$ cat src/hw/adcs_consts.svh
`ifndef ADCS_CONSTS_SVH
`define ADCS_CONSTS_SVH

// register indices; byte address is four times the index
`define ADCS_IDX_IRQ_FLAGS 8'h0C
`define ADCS_IDX_RESULT_HIGH 8'h1E
`define ADCS_IDX_CTRL_PRIMARY 8'h1F
`define ADCS_IDX_IRQ_ENABLE 8'h8C
`define ADCS_IDX_RESULT_LOW 8'h9E
`define ADCS_IDX_CTRL_SECONDARY 8'h9F

// field positions
`define ADCS_BIT_DONE_FLAG 6
`define ADCS_BIT_CLK_SEL_HI 7
`define ADCS_BIT_CLK_SEL_LO 6
`define ADCS_BIT_CHAN_HI 5
`define ADCS_BIT_CHAN_LO 3
`define ADCS_BIT_GO 2
`define ADCS_BIT_POWER_ON 0
`define ADCS_BIT_JUSTIFY 7
`define ADCS_BIT_PINCFG_HI 3
`define ADCS_BIT_PINCFG_LO 0

// reset values
`define ADCS_RST_IRQ_FLAGS 8'h00
`define ADCS_RST_IRQ_ENABLE 8'h00
`define ADCS_RST_CTRL_PRIMARY 8'h00
`define ADCS_RST_CTRL_SECONDARY 8'h00
`define ADCS_RST_PINCFG 4'h0

// conversion clock select codes
`define ADCS_CLK_SEL_RC 2'h3

// timing
`define ADCS_PCLK_NS 100
`define ADCS_RC_TAD_NS 4000
`define ADCS_RC_TAD_CYCLES ((`ADCS_RC_TAD_NS + `ADCS_PCLK_NS - 1) / `ADCS_PCLK_NS)
`define ADCS_TAD_DIV_0 8'h02
`define ADCS_TAD_DIV_1 8'h08
`define ADCS_TAD_DIV_2 8'h20
`define ADCS_INSTR_CYCLES 8'h04
`define ADCS_CONV_TADS 4'hC
`define ADCS_SETTLE_TADS 4'h2

`endif

$ cat src/hw/adcs_pkg.sv
package adcs_pkg;

    typedef enum logic [3:0] {
        ADCS_SEQ_IDLE = 4'h1,
        ADCS_SEQ_DELAY = 4'h2,
        ADCS_SEQ_CONV = 4'h4,
        ADCS_SEQ_SETTLE = 4'h8
    } adcs_seq_state_t;

    typedef logic [7:0] adcs_byte_t;

endpackage

$ cat src/hw/adcs_seq_if.sv
`timescale 1ns/1ps

interface adcs_seq_if;
    logic start;
    logic abort;
    logic rc_mode;
    logic [7:0] tad_cycles;
    logic done;
    logic busy;
    logic settling;

    modport ctrl (
        output start,
        output abort,
        output rc_mode,
        output tad_cycles,
        input done,
        input busy,
        input settling
    );

    modport seq (
        input start,
        input abort,
        input rc_mode,
        input tad_cycles,
        output done,
        output busy,
        output settling
    );
endinterface

$ cat src/hw/adcs_top.sv
// Chosen here: register access over APB.
`timescale 1ns/1ps
`include "adcs_consts.svh"

// Functional notes
// - Conversions continue through sleep only when the RC conversion clock is selected.
// - With RC clock, conversion starts one instruction cycle after go is set.
// - Completion clears go and loads the result pair.
// - With done interrupt enabled, completion during sleep wakes the device.
// - With done interrupt disabled, device stays asleep; power-on bit stays set.
// - Sleep with non-RC clock aborts conversion, powers converter down, power-on reads set.
// - Any reset restores control registers, powers converter off, aborts conversion.
// - Any reset puts all converter input pins into analog mode.
// - Power-on reset leaves results undefined; other resets keep results.
// - Clearing go mid-conversion aborts it; results keep previous value.
// - After abort wait two conversion clock periods; no new start before then.
// - Ten-bit result is left or right justified per the justify select bit.
// - Six unused result bits are filled with zeros on each completion.
module adcs_top (
    // apb
    input wire logic pclk,
    input wire logic presetn,
    input wire logic psel,
    input wire logic penable,
    input wire logic pwrite,
    input wire logic [9:0] paddr,
    input wire logic [31:0] pwdata,
    output logic [31:0] prdata,
    output logic pready,
    output logic pslverr,
    // device state
    input wire logic dev_reset,
    input wire logic cpu_sleep,
    // converter analog side
    input wire logic [9:0] sample_code,
    output logic converter_enable,
    output logic [2:0] channel_select,
    output logic [3:0] analog_pin_config,
    // events
    output logic irq,
    output logic wake_req
);
    adcs_seq_if sif ();

    adcs_pkg::adcs_byte_t ctrl0_reg;
    adcs_pkg::adcs_byte_t ctrl1_reg;
    logic done_flag_reg;
    logic done_irq_enable_reg;
    adcs_pkg::adcs_byte_t result_high_byte_reg;
    adcs_pkg::adcs_byte_t result_low_byte_reg;
    logic [31:0] prdata_reg;
    logic pready_reg;
    logic pslverr_reg;
    logic irq_reg;
    logic wake_reg;
    logic enable_reg;

    logic [7:0] index;
    logic hit;
    logic acc;
    logic wr_en;
    logic rd_en;
    logic wr_ctrl0;
    logic rc_sel;
    logic powered;
    logic go_req;
    logic start_ok;
    logic go_clear_req;
    logic abort_now;
    logic [7:0] tad_div;
    logic [15:0] justified;
    adcs_pkg::adcs_byte_t rd_byte;
    logic rd_hit;

    // address decode shared by the read and write paths
    function automatic logic [8:0] adcs_decode(input logic [9:0] addr);
        logic [7:0] idx;
        logic ok;
        idx = addr[9:2];
        ok = (addr[1:0] == 2'h0) && ((idx == `ADCS_IDX_IRQ_FLAGS) || (idx == `ADCS_IDX_RESULT_HIGH) ||
            (idx == `ADCS_IDX_CTRL_PRIMARY) || (idx == `ADCS_IDX_IRQ_ENABLE) ||
            (idx == `ADCS_IDX_RESULT_LOW) || (idx == `ADCS_IDX_CTRL_SECONDARY));
        return {ok, idx};
    endfunction

    function automatic logic [7:0] adcs_tad(input logic [1:0] sel);
        case (sel)
            2'h0: return `ADCS_TAD_DIV_0;
            2'h1: return `ADCS_TAD_DIV_1;
            2'h2: return `ADCS_TAD_DIV_2;
            default: return 8'(`ADCS_RC_TAD_CYCLES);
        endcase
    endfunction

    assign {hit, index} = adcs_decode(paddr);
    // one wait state: the answer comes from flops in the second access cycle
    assign acc = psel && penable && !pready_reg;
    assign wr_en = psel && penable && pready_reg && pwrite && hit;
    assign rd_en = acc && !pwrite;
    assign wr_ctrl0 = wr_en && (index == `ADCS_IDX_CTRL_PRIMARY);

    assign rc_sel = (ctrl0_reg[`ADCS_BIT_CLK_SEL_HI:`ADCS_BIT_CLK_SEL_LO] == `ADCS_CLK_SEL_RC);
    // the power-on bit may read set while the converter itself is down
    assign powered = ctrl0_reg[`ADCS_BIT_POWER_ON] && !(cpu_sleep && !rc_sel);
    assign tad_div = adcs_tad(ctrl0_reg[`ADCS_BIT_CLK_SEL_HI:`ADCS_BIT_CLK_SEL_LO]);

    // go is accepted only when already powered and the post-abort wait is over
    assign go_req = wr_ctrl0 && pwdata[`ADCS_BIT_GO] && !ctrl0_reg[`ADCS_BIT_GO];
    assign start_ok = go_req && ctrl0_reg[`ADCS_BIT_POWER_ON] && pwdata[`ADCS_BIT_POWER_ON] &&
        !sif.busy && !sif.settling;
    assign go_clear_req = wr_ctrl0 && !pwdata[`ADCS_BIT_GO];
    assign abort_now = ctrl0_reg[`ADCS_BIT_GO] && sif.busy &&
        (go_clear_req || !powered || (wr_ctrl0 && !pwdata[`ADCS_BIT_POWER_ON]));

    assign sif.start = start_ok;
    assign sif.abort = abort_now;
    assign sif.rc_mode = rc_sel;
    assign sif.tad_cycles = tad_div;

    // justification with zero fill
    assign justified = ctrl1_reg[`ADCS_BIT_JUSTIFY] ? {6'h00, sample_code} :
        {sample_code, 6'h00};

    always_comb begin
        rd_byte = 8'h00;
        rd_hit = hit;
        case (index)
            `ADCS_IDX_IRQ_FLAGS: rd_byte[`ADCS_BIT_DONE_FLAG] = done_flag_reg;
            `ADCS_IDX_IRQ_ENABLE: rd_byte[`ADCS_BIT_DONE_FLAG] = done_irq_enable_reg;
            `ADCS_IDX_RESULT_HIGH: rd_byte = result_high_byte_reg;
            `ADCS_IDX_RESULT_LOW: rd_byte = result_low_byte_reg;
            `ADCS_IDX_CTRL_PRIMARY: rd_byte = ctrl0_reg;
            `ADCS_IDX_CTRL_SECONDARY: rd_byte = ctrl1_reg;
            default: rd_hit = 1'b0;
        endcase
    end

    adcs_conv_seq u_seq (
        .pclk(pclk),
        .presetn(presetn),
        .dev_reset(dev_reset),
        .sq(sif)
    );

    // apb answer
    always_ff @(posedge pclk or negedge presetn) begin
        if (!presetn) begin
            pready_reg <= 1'b0;
            pslverr_reg <= 1'b0;
            prdata_reg <= 32'h0000_0000;
        end else begin
            pready_reg <= acc;
            pslverr_reg <= acc && !hit;
            if (rd_en) begin
                prdata_reg <= rd_hit ? {24'h00_0000, rd_byte} : 32'h0000_0000;
            end
        end
    end

    // primary control: clock select, channel, go, power-on
    always_ff @(posedge pclk or negedge presetn) begin
        if (!presetn) begin
            ctrl0_reg <= `ADCS_RST_CTRL_PRIMARY;
        end else if (dev_reset) begin
            ctrl0_reg <= `ADCS_RST_CTRL_PRIMARY;
        end else begin
            if (wr_ctrl0) begin
                ctrl0_reg[7:3] <= pwdata[7:3];
                ctrl0_reg[`ADCS_BIT_POWER_ON] <= pwdata[`ADCS_BIT_POWER_ON];
                ctrl0_reg[1] <= 1'b0;
                if (!pwdata[`ADCS_BIT_GO]) begin
                    ctrl0_reg[`ADCS_BIT_GO] <= 1'b0;
                end else if (start_ok) begin
                    ctrl0_reg[`ADCS_BIT_GO] <= 1'b1;
                end
            end
            // completion and non-rc sleep both drop go; power-on is never touched here
            if (sif.done || (abort_now && !go_clear_req)) begin
                ctrl0_reg[`ADCS_BIT_GO] <= 1'b0;
            end
        end
    end

    // secondary control: justification and pin configuration
    always_ff @(posedge pclk or negedge presetn) begin
        if (!presetn) begin
            ctrl1_reg <= `ADCS_RST_CTRL_SECONDARY;
        end else if (dev_reset) begin
            ctrl1_reg <= `ADCS_RST_CTRL_SECONDARY;
        end else if (wr_en && (index == `ADCS_IDX_CTRL_SECONDARY)) begin
            ctrl1_reg <= {pwdata[7], 3'h0, pwdata[3:0]};
        end
    end

    // interrupt flag and mask; a completion beats a same-cycle clear
    always_ff @(posedge pclk or negedge presetn) begin
        if (!presetn) begin
            done_flag_reg <= 1'b0;
            done_irq_enable_reg <= 1'b0;
        end else if (dev_reset) begin
            done_flag_reg <= 1'b0;
            done_irq_enable_reg <= 1'b0;
        end else begin
            if (sif.done) begin
                done_flag_reg <= 1'b1;
            end else if (wr_en && (index == `ADCS_IDX_IRQ_FLAGS) && pwdata[`ADCS_BIT_DONE_FLAG]) begin
                done_flag_reg <= 1'b0;
            end
            if (wr_en && (index == `ADCS_IDX_IRQ_ENABLE)) begin
                done_irq_enable_reg <= pwdata[`ADCS_BIT_DONE_FLAG];
            end
        end
    end

    // result pair has no reset so its content is undefined after power-on and kept otherwise
    always_ff @(posedge pclk) begin
        if (sif.done && !dev_reset) begin
            result_high_byte_reg <= justified[15:8];
            result_low_byte_reg <= justified[7:0];
        end else begin
            if (wr_en && !dev_reset && (index == `ADCS_IDX_RESULT_HIGH)) begin
                result_high_byte_reg <= pwdata[7:0];
            end
            if (wr_en && !dev_reset && (index == `ADCS_IDX_RESULT_LOW)) begin
                result_low_byte_reg <= pwdata[7:0];
            end
        end
    end

    // interrupt and wake outputs
    always_ff @(posedge pclk or negedge presetn) begin
        if (!presetn) begin
            irq_reg <= 1'b0;
            wake_reg <= 1'b0;
        end else if (dev_reset) begin
            irq_reg <= 1'b0;
            wake_reg <= 1'b0;
        end else begin
            irq_reg <= done_flag_reg && done_irq_enable_reg;
            // without enable the device simply stays asleep
            wake_reg <= cpu_sleep && done_flag_reg && done_irq_enable_reg;
        end
    end

    // analog enable follows power-on, dropped in sleep unless rc clocked
    always_ff @(posedge pclk or negedge presetn) begin
        if (!presetn) begin
            enable_reg <= 1'b0;
        end else if (dev_reset) begin
            enable_reg <= 1'b0;
        end else begin
            enable_reg <= powered;
        end
    end

    assign prdata = prdata_reg;
    assign pready = pready_reg;
    assign pslverr = pslverr_reg;
    assign irq = irq_reg;
    assign wake_req = wake_reg;
    assign converter_enable = enable_reg;
    assign channel_select = ctrl0_reg[`ADCS_BIT_CHAN_HI:`ADCS_BIT_CHAN_LO];
    assign analog_pin_config = ctrl1_reg[`ADCS_BIT_PINCFG_HI:`ADCS_BIT_PINCFG_LO];
endmodule

$ cat src/hw/adcs_conv_seq.sv
`timescale 1ns/1ps
`include "adcs_consts.svh"

module adcs_conv_seq (
    // clock and reset
    input wire logic pclk,
    input wire logic presetn,
    input wire logic dev_reset,
    // control
    adcs_seq_if.seq sq
);
    adcs_pkg::adcs_seq_state_t state_reg;
    logic [7:0] cnt_reg;
    logic [7:0] tad_reg;
    logic [3:0] tads_reg;
    logic done_reg;

    assign sq.done = done_reg;
    assign sq.busy = (state_reg == adcs_pkg::ADCS_SEQ_DELAY) || (state_reg == adcs_pkg::ADCS_SEQ_CONV);
    assign sq.settling = (state_reg == adcs_pkg::ADCS_SEQ_SETTLE);

    always_ff @(posedge pclk or negedge presetn) begin
        if (!presetn) begin
            state_reg <= adcs_pkg::ADCS_SEQ_IDLE;
            cnt_reg <= 8'h00;
            tad_reg <= 8'h01;
            tads_reg <= 4'h0;
            done_reg <= 1'b0;
        end else if (dev_reset) begin
            state_reg <= adcs_pkg::ADCS_SEQ_IDLE;
            cnt_reg <= 8'h00;
            tads_reg <= 4'h0;
            done_reg <= 1'b0;
        end else begin
            done_reg <= 1'b0;
            case (state_reg)
                adcs_pkg::ADCS_SEQ_IDLE: begin
                    if (sq.start) begin
                        tad_reg <= sq.tad_cycles;
                        tads_reg <= 4'h0;
                        if (sq.rc_mode) begin
                            // lets the core issue its sleep before switching noise starts
                            state_reg <= adcs_pkg::ADCS_SEQ_DELAY;
                            cnt_reg <= `ADCS_INSTR_CYCLES - 8'h01;
                        end else begin
                            state_reg <= adcs_pkg::ADCS_SEQ_CONV;
                            cnt_reg <= sq.tad_cycles - 8'h01;
                        end
                    end
                end
                adcs_pkg::ADCS_SEQ_DELAY: begin
                    if (sq.abort) begin
                        state_reg <= adcs_pkg::ADCS_SEQ_SETTLE;
                        cnt_reg <= tad_reg - 8'h01;
                        tads_reg <= 4'h0;
                    end else if (cnt_reg == 8'h00) begin
                        state_reg <= adcs_pkg::ADCS_SEQ_CONV;
                        cnt_reg <= tad_reg - 8'h01;
                    end else begin
                        cnt_reg <= cnt_reg - 8'h01;
                    end
                end
                adcs_pkg::ADCS_SEQ_CONV: begin
                    if (sq.abort) begin
                        state_reg <= adcs_pkg::ADCS_SEQ_SETTLE;
                        cnt_reg <= tad_reg - 8'h01;
                        tads_reg <= 4'h0;
                    end else if (cnt_reg != 8'h00) begin
                        cnt_reg <= cnt_reg - 8'h01;
                    end else if (tads_reg == `ADCS_CONV_TADS - 4'h1) begin
                        state_reg <= adcs_pkg::ADCS_SEQ_IDLE;
                        done_reg <= 1'b1;
                    end else begin
                        tads_reg <= tads_reg + 4'h1;
                        cnt_reg <= tad_reg - 8'h01;
                    end
                end
                adcs_pkg::ADCS_SEQ_SETTLE: begin
                    if (cnt_reg != 8'h00) begin
                        cnt_reg <= cnt_reg - 8'h01;
                    end else if (tads_reg == `ADCS_SETTLE_TADS - 4'h1) begin
                        state_reg <= adcs_pkg::ADCS_SEQ_IDLE;
                    end else begin
                        tads_reg <= tads_reg + 4'h1;
                        cnt_reg <= tad_reg - 8'h01;
                    end
                end
                default: begin
                    state_reg <= adcs_pkg::ADCS_SEQ_IDLE;
                end
            endcase
        end
    end
endmodule

$ cat config.mk
export PLATFORM = sky130hd
export DESIGN_NAME = adcs_top
export DESIGN_NICKNAME = d
export VERILOG_FILES = /design/src/hw/adcs_pkg.sv /design/src/hw/adcs_seq_if.sv /design/src/hw/adcs_top.sv /design/src/hw/adcs_conv_seq.sv
export VERILOG_INCLUDE_DIRS = /design/src /design/src/hw
export SDC_FILE = /design/constraint.sdc
export NUM_CORES = 1
export LEC_CHECK = 0
export ABC_AREA = 1
export BUFFER_PORTS_ARGS = -buffer_cell sky130_fd_sc_hd__buf_2
export CORE_ASPECT_RATIO = 1.5
export CORE_MARGIN = 1.5
export CORE_UTILIZATION = 30
export DETAILED_ROUTE_END_ITERATION = 16
export MAX_ROUTING_LAYER = met4
export SLEW_MARGIN = 0
export SYNTH_ARGS = -nofsm -noshare
export SYNTH_HDL_FRONTEND = slang
export SYNTH_HIERARCHICAL = 1
export SYNTH_SLANG_ARGS = --single-unit
$ cat constraint.sdc
create_clock -name pclk -period 2.15 [get_ports pclk]
set_input_delay 0.215 -clock pclk [delete_from_list [all_inputs] [get_ports pclk]]
set_output_delay 0.215 -clock pclk [all_outputs]
set_load 0.01 [all_outputs]
# After elaboration in Yosys (flattened, before gate mapping)
# Cells that the tools add are included.
[word_totals]
out_inout_bits = 44
elab_cells = 185
regBits = 96
[classes]
muxes = 62
eq_ne = 27
bitwise_logic = 1
addsub = 4
reduce_logical = 73
[op_table]
columns = ["cell", "count"]
rows = [
  ["$mux W8", 19],
  ["$mux W4", 17],
  ["$logic_and A1 B1 Y1", 33],
  ["$pmux W4 S4", 2],
  ["$pmux W8 S4", 1],
  ["$eq A8 B8 Y1 const B", 3],
  ["$pmux W6 S4", 1],
  ["$pmux W6 S3", 1],
  ["$mux W1", 17],
  ["$eq A8 B5 Y1 const B", 2],
  ["$mux W16", 1],
  ["$ne A4 B4 Y1 const B", 4],
  ["$sub A8 B1 Y8 const B", 2],
  ["$logic_not A1 Y1", 13],
  ["$ne A3 B3 Y1 const B", 4],
  ["$reduce_bool A2 Y1", 5],
  ["$logic_or A1 B1 Y1", 9],
  ["$eq A4 B1 Y1 const B", 2],
  ["$eq A4 B4 Y1 const B", 2],
  ["$eq A8 B4 Y1 const B", 1],
  ["$logic_not A8 Y1", 1],
  ["$reduce_bool A8 Y1", 1],
  ["$reduce_and A7 Y1", 1],
  ["$sub A6 B1 Y7 const B", 1],
  ["21 further kinds", 24],
]

# Longest topological paths before layout
[depth]
word_depth = 20
ltp_mapped = 19

# By module
# The synthesis kept the hierarchy.
[modules_own_cells]
columns = ["module", "area_each_um2", "cells_per_inst", "n_inst"]
rows = [
  ["adcs_top", 2611.3, 315, 1],
  ["adcs_conv_seq", 2140.8, 318, 1],
]

# Worst setup path after synthesis
# OpenSTA, ideal clock, no wires.
[synth_path]
path_kind = "register to register"
startpoint = "register pready_reg, in the netlist pready"
endpoint = "register u_seq.state_reg[2]"
setup_time_ps = 121
stages_incl_launch_ff = 14
setup_slack_ps = 47
synth_period_minus_slack_ps = 2103
t_arrival_ps = 1982
path_cell_list = "dfrtp_1 -> nand2_1 -> nor2_4 -> nand4_2 -> nor2_1 -> nor2_1 -> nor2_4 -> inv_1 -> nand4_1 -> nand2_1 -> a31oi_4 -> nand2_1 -> nand2_1 -> o21ai_1"
[synth_lines]
columns = ["element", "line_no", "source"]
rows = [
  ["start: declaration", "adcs_top.sv:52", "logic pready_reg;"],
  ["start signal: assignment", "adcs_top.sv:148", "pready_reg <= 1'b0;"],
  ["start signal: assignment", "adcs_top.sv:152", "pready_reg <= acc;"],
  ["$logic_and A1 B1 Y1 * (3 in a row)", "adcs_top.sv:98", "assign wr_en = psel && penable && pready_reg && pwrite && hit;"],
  ["$logic_and A1 B1 Y1 *", "adcs_top.sv:100", "assign wr_ctrl0 = wr_en && (index == `ADCS_IDX_CTRL_PRIMARY);"],
  ["$logic_and A1 B1 Y1", "adcs_top.sv:111", "assign go_clear_req = wr_ctrl0 && !pwdata[`ADCS_BIT_GO];"],
  ["$logic_or A1 B1 Y1", "adcs_top.sv:113", "(go_clear_req || !powered || (wr_ctrl0 && !pwdata[`ADCS_BIT_POWER_ON]));"],
  ["$logic_or A1 B1 Y1 *", "adcs_top.sv:113", ""],
  ["$logic_and A1 B1 Y1 *", "adcs_top.sv:112", "assign abort_now = ctrl0_reg[`ADCS_BIT_GO] && sif.busy &&"],
  ["via abort_now", "adcs_top.sv:69", "logic abort_now;"],
  ["$mux W4, on equally long branches", "adcs_conv_seq.sv:64, adcs_conv_seq.sv:52", ""],
  ["$pmux W4 S4", "adcs_conv_seq.sv:36", "case (state_reg)"],
  ["$mux W4", "adcs_conv_seq.sv:29", "end else if (dev_reset) begin"],
  ["end signal: assignment", "adcs_conv_seq.sv:30", "state_reg <= adcs_pkg::ADCS_SEQ_IDLE;"],
  ["end signal: assignment", "adcs_conv_seq.sv:43", "state_reg <= adcs_pkg::ADCS_SEQ_DELAY;"],
  ["end signal: assignment", "adcs_conv_seq.sv:65", "state_reg <= adcs_pkg::ADCS_SEQ_SETTLE;"],
  ["end: declaration", "adcs_conv_seq.sv:12", "adcs_pkg::adcs_seq_state_t state_reg;"],
]
# The timed path passes the listed nets; every way through them passes the cells marked *.
# A chain may end at the register's enable or synchronous reset.

# Worst setup path after layout
[layout_path]
startpoint = "register pready_reg, in the netlist pready"
endpoint = "register u_seq.cnt_reg[1]"
[layout_lines]
columns = ["element", "line_no", "source"]
rows = [
  ["$logic_and A1 B1 Y1 * (3 in a row)", "adcs_top.sv:98", ""],
  ["$logic_and A1 B1 Y1 *", "adcs_top.sv:100", ""],
  ["$logic_and A1 B1 Y1", "adcs_top.sv:111", ""],
  ["$logic_or A1 B1 Y1", "adcs_top.sv:113", ""],
  ["$logic_or A1 B1 Y1 *", "adcs_top.sv:113", ""],
  ["$logic_and A1 B1 Y1 *", "adcs_top.sv:112", ""],
  ["via abort_now", "adcs_top.sv:69", ""],
  ["$mux W8, on equally long branches", "adcs_conv_seq.sv:64, adcs_conv_seq.sv:52", ""],
  ["$pmux W8 S4", "adcs_conv_seq.sv:36", ""],
  ["$mux W8", "adcs_conv_seq.sv:29", ""],
  ["end signal: assignment", "adcs_conv_seq.sv:44", "cnt_reg <= `ADCS_INSTR_CYCLES - 8'h01;"],
  ["end signal: assignment", "adcs_conv_seq.sv:66", "cnt_reg <= tad_reg - 8'h01;"],
  ["end signal: assignment", "adcs_conv_seq.sv:69", "cnt_reg <= cnt_reg - 8'h01;"],
  ["end: declaration", "adcs_conv_seq.sv:13", "logic [7:0] cnt_reg;"],
]
# Marks and branches as above.

==> key figures <==
Critical path
  – Critical setup path kind: reg -> reg
  – CP Capture Type: register
  – Crit Path Max Fanout: 4
  – Arrival time worst endpoint: 2.31 ns
  – Startpoint types: register
  – CP required: 2.43 ns

Timing
  – Finish-stage setup viols: 0
  – Crit share post-route: 94.8%
  – Fmax: 491 MHz
  – Fin crit period: 2.04 ns
  – Hold Fails Final Rpt: 0
  – Final slew viol count: 0
  – Worst hold slack: 0.112 ns
  – Setup TNS Final: 0 ns
  – Final Skew: 0.00650 ns

Synth
  – Register area share after synthesis: 37.5%
  – Synth Area per Inst: 7.51 sq um
  – Count leader, synth: nand2_1
  – Post-Synthesis Cells: 633
  – Post-synth ARST share: 76.5%
  – Synth area leader: dfrtp_1
  – Synth unique cells: 43
  – Most frequent cells after synthesis: 188 x nand2_1, 64 x inv_1, 61 x nand3_1, 53 x nor2_1, 50 x dfrtp_1
  – Yosys reg bits: 68
  – Synth top area cells: dfrtp_1 26%, nand2_1 15%, edfxtp_1 10%
  – Number of flops mapped to enable cells by yosys: 16
  – Syn. warnings: 6
  – Post-synth top area share: 26.3%
  – Cell Area, Synth: 4750 sq um
  – Synth Flop Type: dfrtp_1

Placement
  – GP Congestion: 0.859
  – Inst Count DP: 922
  – Port-buffer cells: 54
  – HPWL Detailed: 9630 microns

Final layout
  – Layout net count: 802
  – Layout cells sized above 1: 26.8%
  – Fill cells: 1,642
  – Finished Layout Cells: 945
  – # diodes: 0
  – Area growth from synthesis to layout: 22.7%

Global route
  – Largest net degree at the start of global routing: 25
  – Global-route wire length before repair: 19,300 microns
  – Initial antenna violation count: 0
  – Total track usage: 15.4%
  – Total grt overflow: 0
  – Vias in the first global route: 4,095

Clock tree
  – CTS Buf Count: 9
  – Worst-case clock buffer depth: 2
  – Clock-pin slew on the worst setup and hold paths: 0.06 ns
  – Clock Tree Root: clkbuf_16
  – H-tree levels: 3
  – Clk sinks: 68
  – Worst-skew pair later-pin latency: 0.33 ns
  – CTS tree: yes

Status
  – Status: finished, final reports clean

Hold path
  – HP Class: in -> reg

Run
  – Max_cap viols: 0

Power
  – Pwr Density: 713 nW/um^2
  – Leakage power figure: 0.00289 uW
  – Max VDD drop: 0.341 mV

Routing
  – DR vias/cell: 4.51
  – Drt pass-1 iters: 5
  – Iter 0 DRT Violations: 246
  – Via count: 4,265
  – Avg WL per Cell: 12.7 microns
  – Routed Antenna Nets: 0
  – Final Routed Wirelength: 12,000 microns
  – DRC: 0

Die
  – DIE WIDTH: 106 microns
  – Starting density of the core: 30.6%
  – Chip height: 157 microns
  – Placement Rows: 56
  – Core ar.: 15,600 sq um
  – Io pins: 103
  – Die Area: 16,600 sq um
[logic make-up (layout without fill, tap and decap cells)]
logic type	count (synthesis)	after routing	synth area share, %
xor gates and xnor gates	7	7	1.29
buffers and inverters	113	190	11.9
DFF	68	68	37.5
adders and majority gates	6	6	1.58
AOI/OAI and AO/OA	68	68	8.21
and+or+nand+nor	370	370	39.4
other	1	33	0.0789
[report_power, final]
| group | leakage (uW) | total [uW] | switching (uW) | internal, uW |
|---|---|---|---|---|
| Clock | 0.000122 | 1360 | 576 | 783 |
| Combinational | 0.00192 | 1300 | 852 | 453 |
| Sequential | 0.000852 | 1490 | 94.2 | 1400 |
[timing repair]
action	CTS	global route
setup buffers	0	6
gates resized for setup	0	23
setup endpoints to repair	0	39
hold buffers	1	0
hold endpoints to repair	8	0
[through the flow]
step / util [%] / cell area [sq um] / power (uW) / worst slack, ns
final: 37.5 / 5830 / 4150 / 0.113
after floorplan: - / 4870 / 2430 / 0.0472
after CTS: 36.8 / 5720 / 4170 / 0.0512
after global routing: 37.5 / 5830 / 4410 / -0.0437
after global placement: 35.0 / 5440 / 2790 / -0.175
after detailed placement: 35.0 / 5440 / 2790 / -0.252
[layer usage]
layer  up-vias  GRT usage (%)  wire (microns)  part of all wire [%]
met1      1936           14.8            4440                    37
met2       118           30.2            6690                    56
met5         -              -               0                     0
met3        29           2.15             482                   4.0
li1       2182              -               -                     -
met4         0           6.63             392                   3.3
[placed cells by master, fill, tap and decap left out, types with 2 or more instances in the layout]
cell type | netlist | routed
buf_12 | 1 | 2
nor2_8 | 4 | 4
or2_2 | 2 | 2
buf_2 | 2 | 54
conb_1 | 1 | 33
xnor2_1 | 2 | 2
nand4_1 | 10 | 10
nor3_4 | 2 | 2
buf_4 | 32 | 45
nand3_2 | 3 | 5
dfstp_2 | 2 | 2
nor2_2 | 6 | 14
dfrtp_1 | 50 | 48
nor4_1 | 2 | 2
o31ai_1 | 5 | 5
inv_1 | 64 | 62
nor2_1 | 53 | 44
nor2_4 | 13 | 14
o21ai_2 | 4 | 4
dfrtp_2 | 0 | 2
inv_2 | 7 | 9
edfxtp_1 | 16 | 16
nand2_1 | 188 | 183
clkinvlp_4 | 0 | 4
xor2_1 | 5 | 5
inv_6 | 0 | 2
nor3_1 | 6 | 6
clkbuf_16 | 0 | 9
nand2_4 | 5 | 5
o21ai_1 | 8 | 9
nand3_1 | 61 | 59
ha_1 | 6 | 6
nand3_4 | 5 | 5
nand2_2 | 6 | 11
o21ai_0 | 30 | 29
a21oi_1 | 17 | 17
[path summary, 6_finish.rpt]
path	depth (start not counted)	slack, ns	to	startpoint
max in group asynchronous	3	1.24	u_seq/state_reg[0]	presetn
max reg2reg	14	0.11	u_seq/cnt_reg[1]	pready
min reg2reg	2	0.47	prdata[5]	prdata[5]
max	14	0.11	u_seq/cnt_reg[1]	pready
min in group asynchronous	2	0.27	u_seq/cnt_reg[5]	presetn
min	3	0.11	ctrl1_reg[1]	pwdata[1]
[critical path, cell delays in order (launching register included)]
cell	delay (ns)
dfrtp_1	0.39
nand2_2	0.09
nor2_4	0.15
nand4_4	0.12
nor2_2	0.13
nor2_2	0.05
nor2_4	0.15
buf_4	0.14
nand4_1	0.11
nand2_2	0.11
inv_2	0.05
or2_2	0.28
nand3_2	0.06
nand3_1	0.08
nand2_1	0.06
[final cells by class]
cell class	count	area, sq um	share of cell area, %
multi-input combinational	484	2580	44.3
sequential	68	1790	30.7
timing repair buffer	102	658	11.3
inverter	72	273	4.68
tap	203	254	4.36
clock buffer	9	225	3.86
clock inverter	7	51.3	0.880
Power figures use the tool's default switching activity.
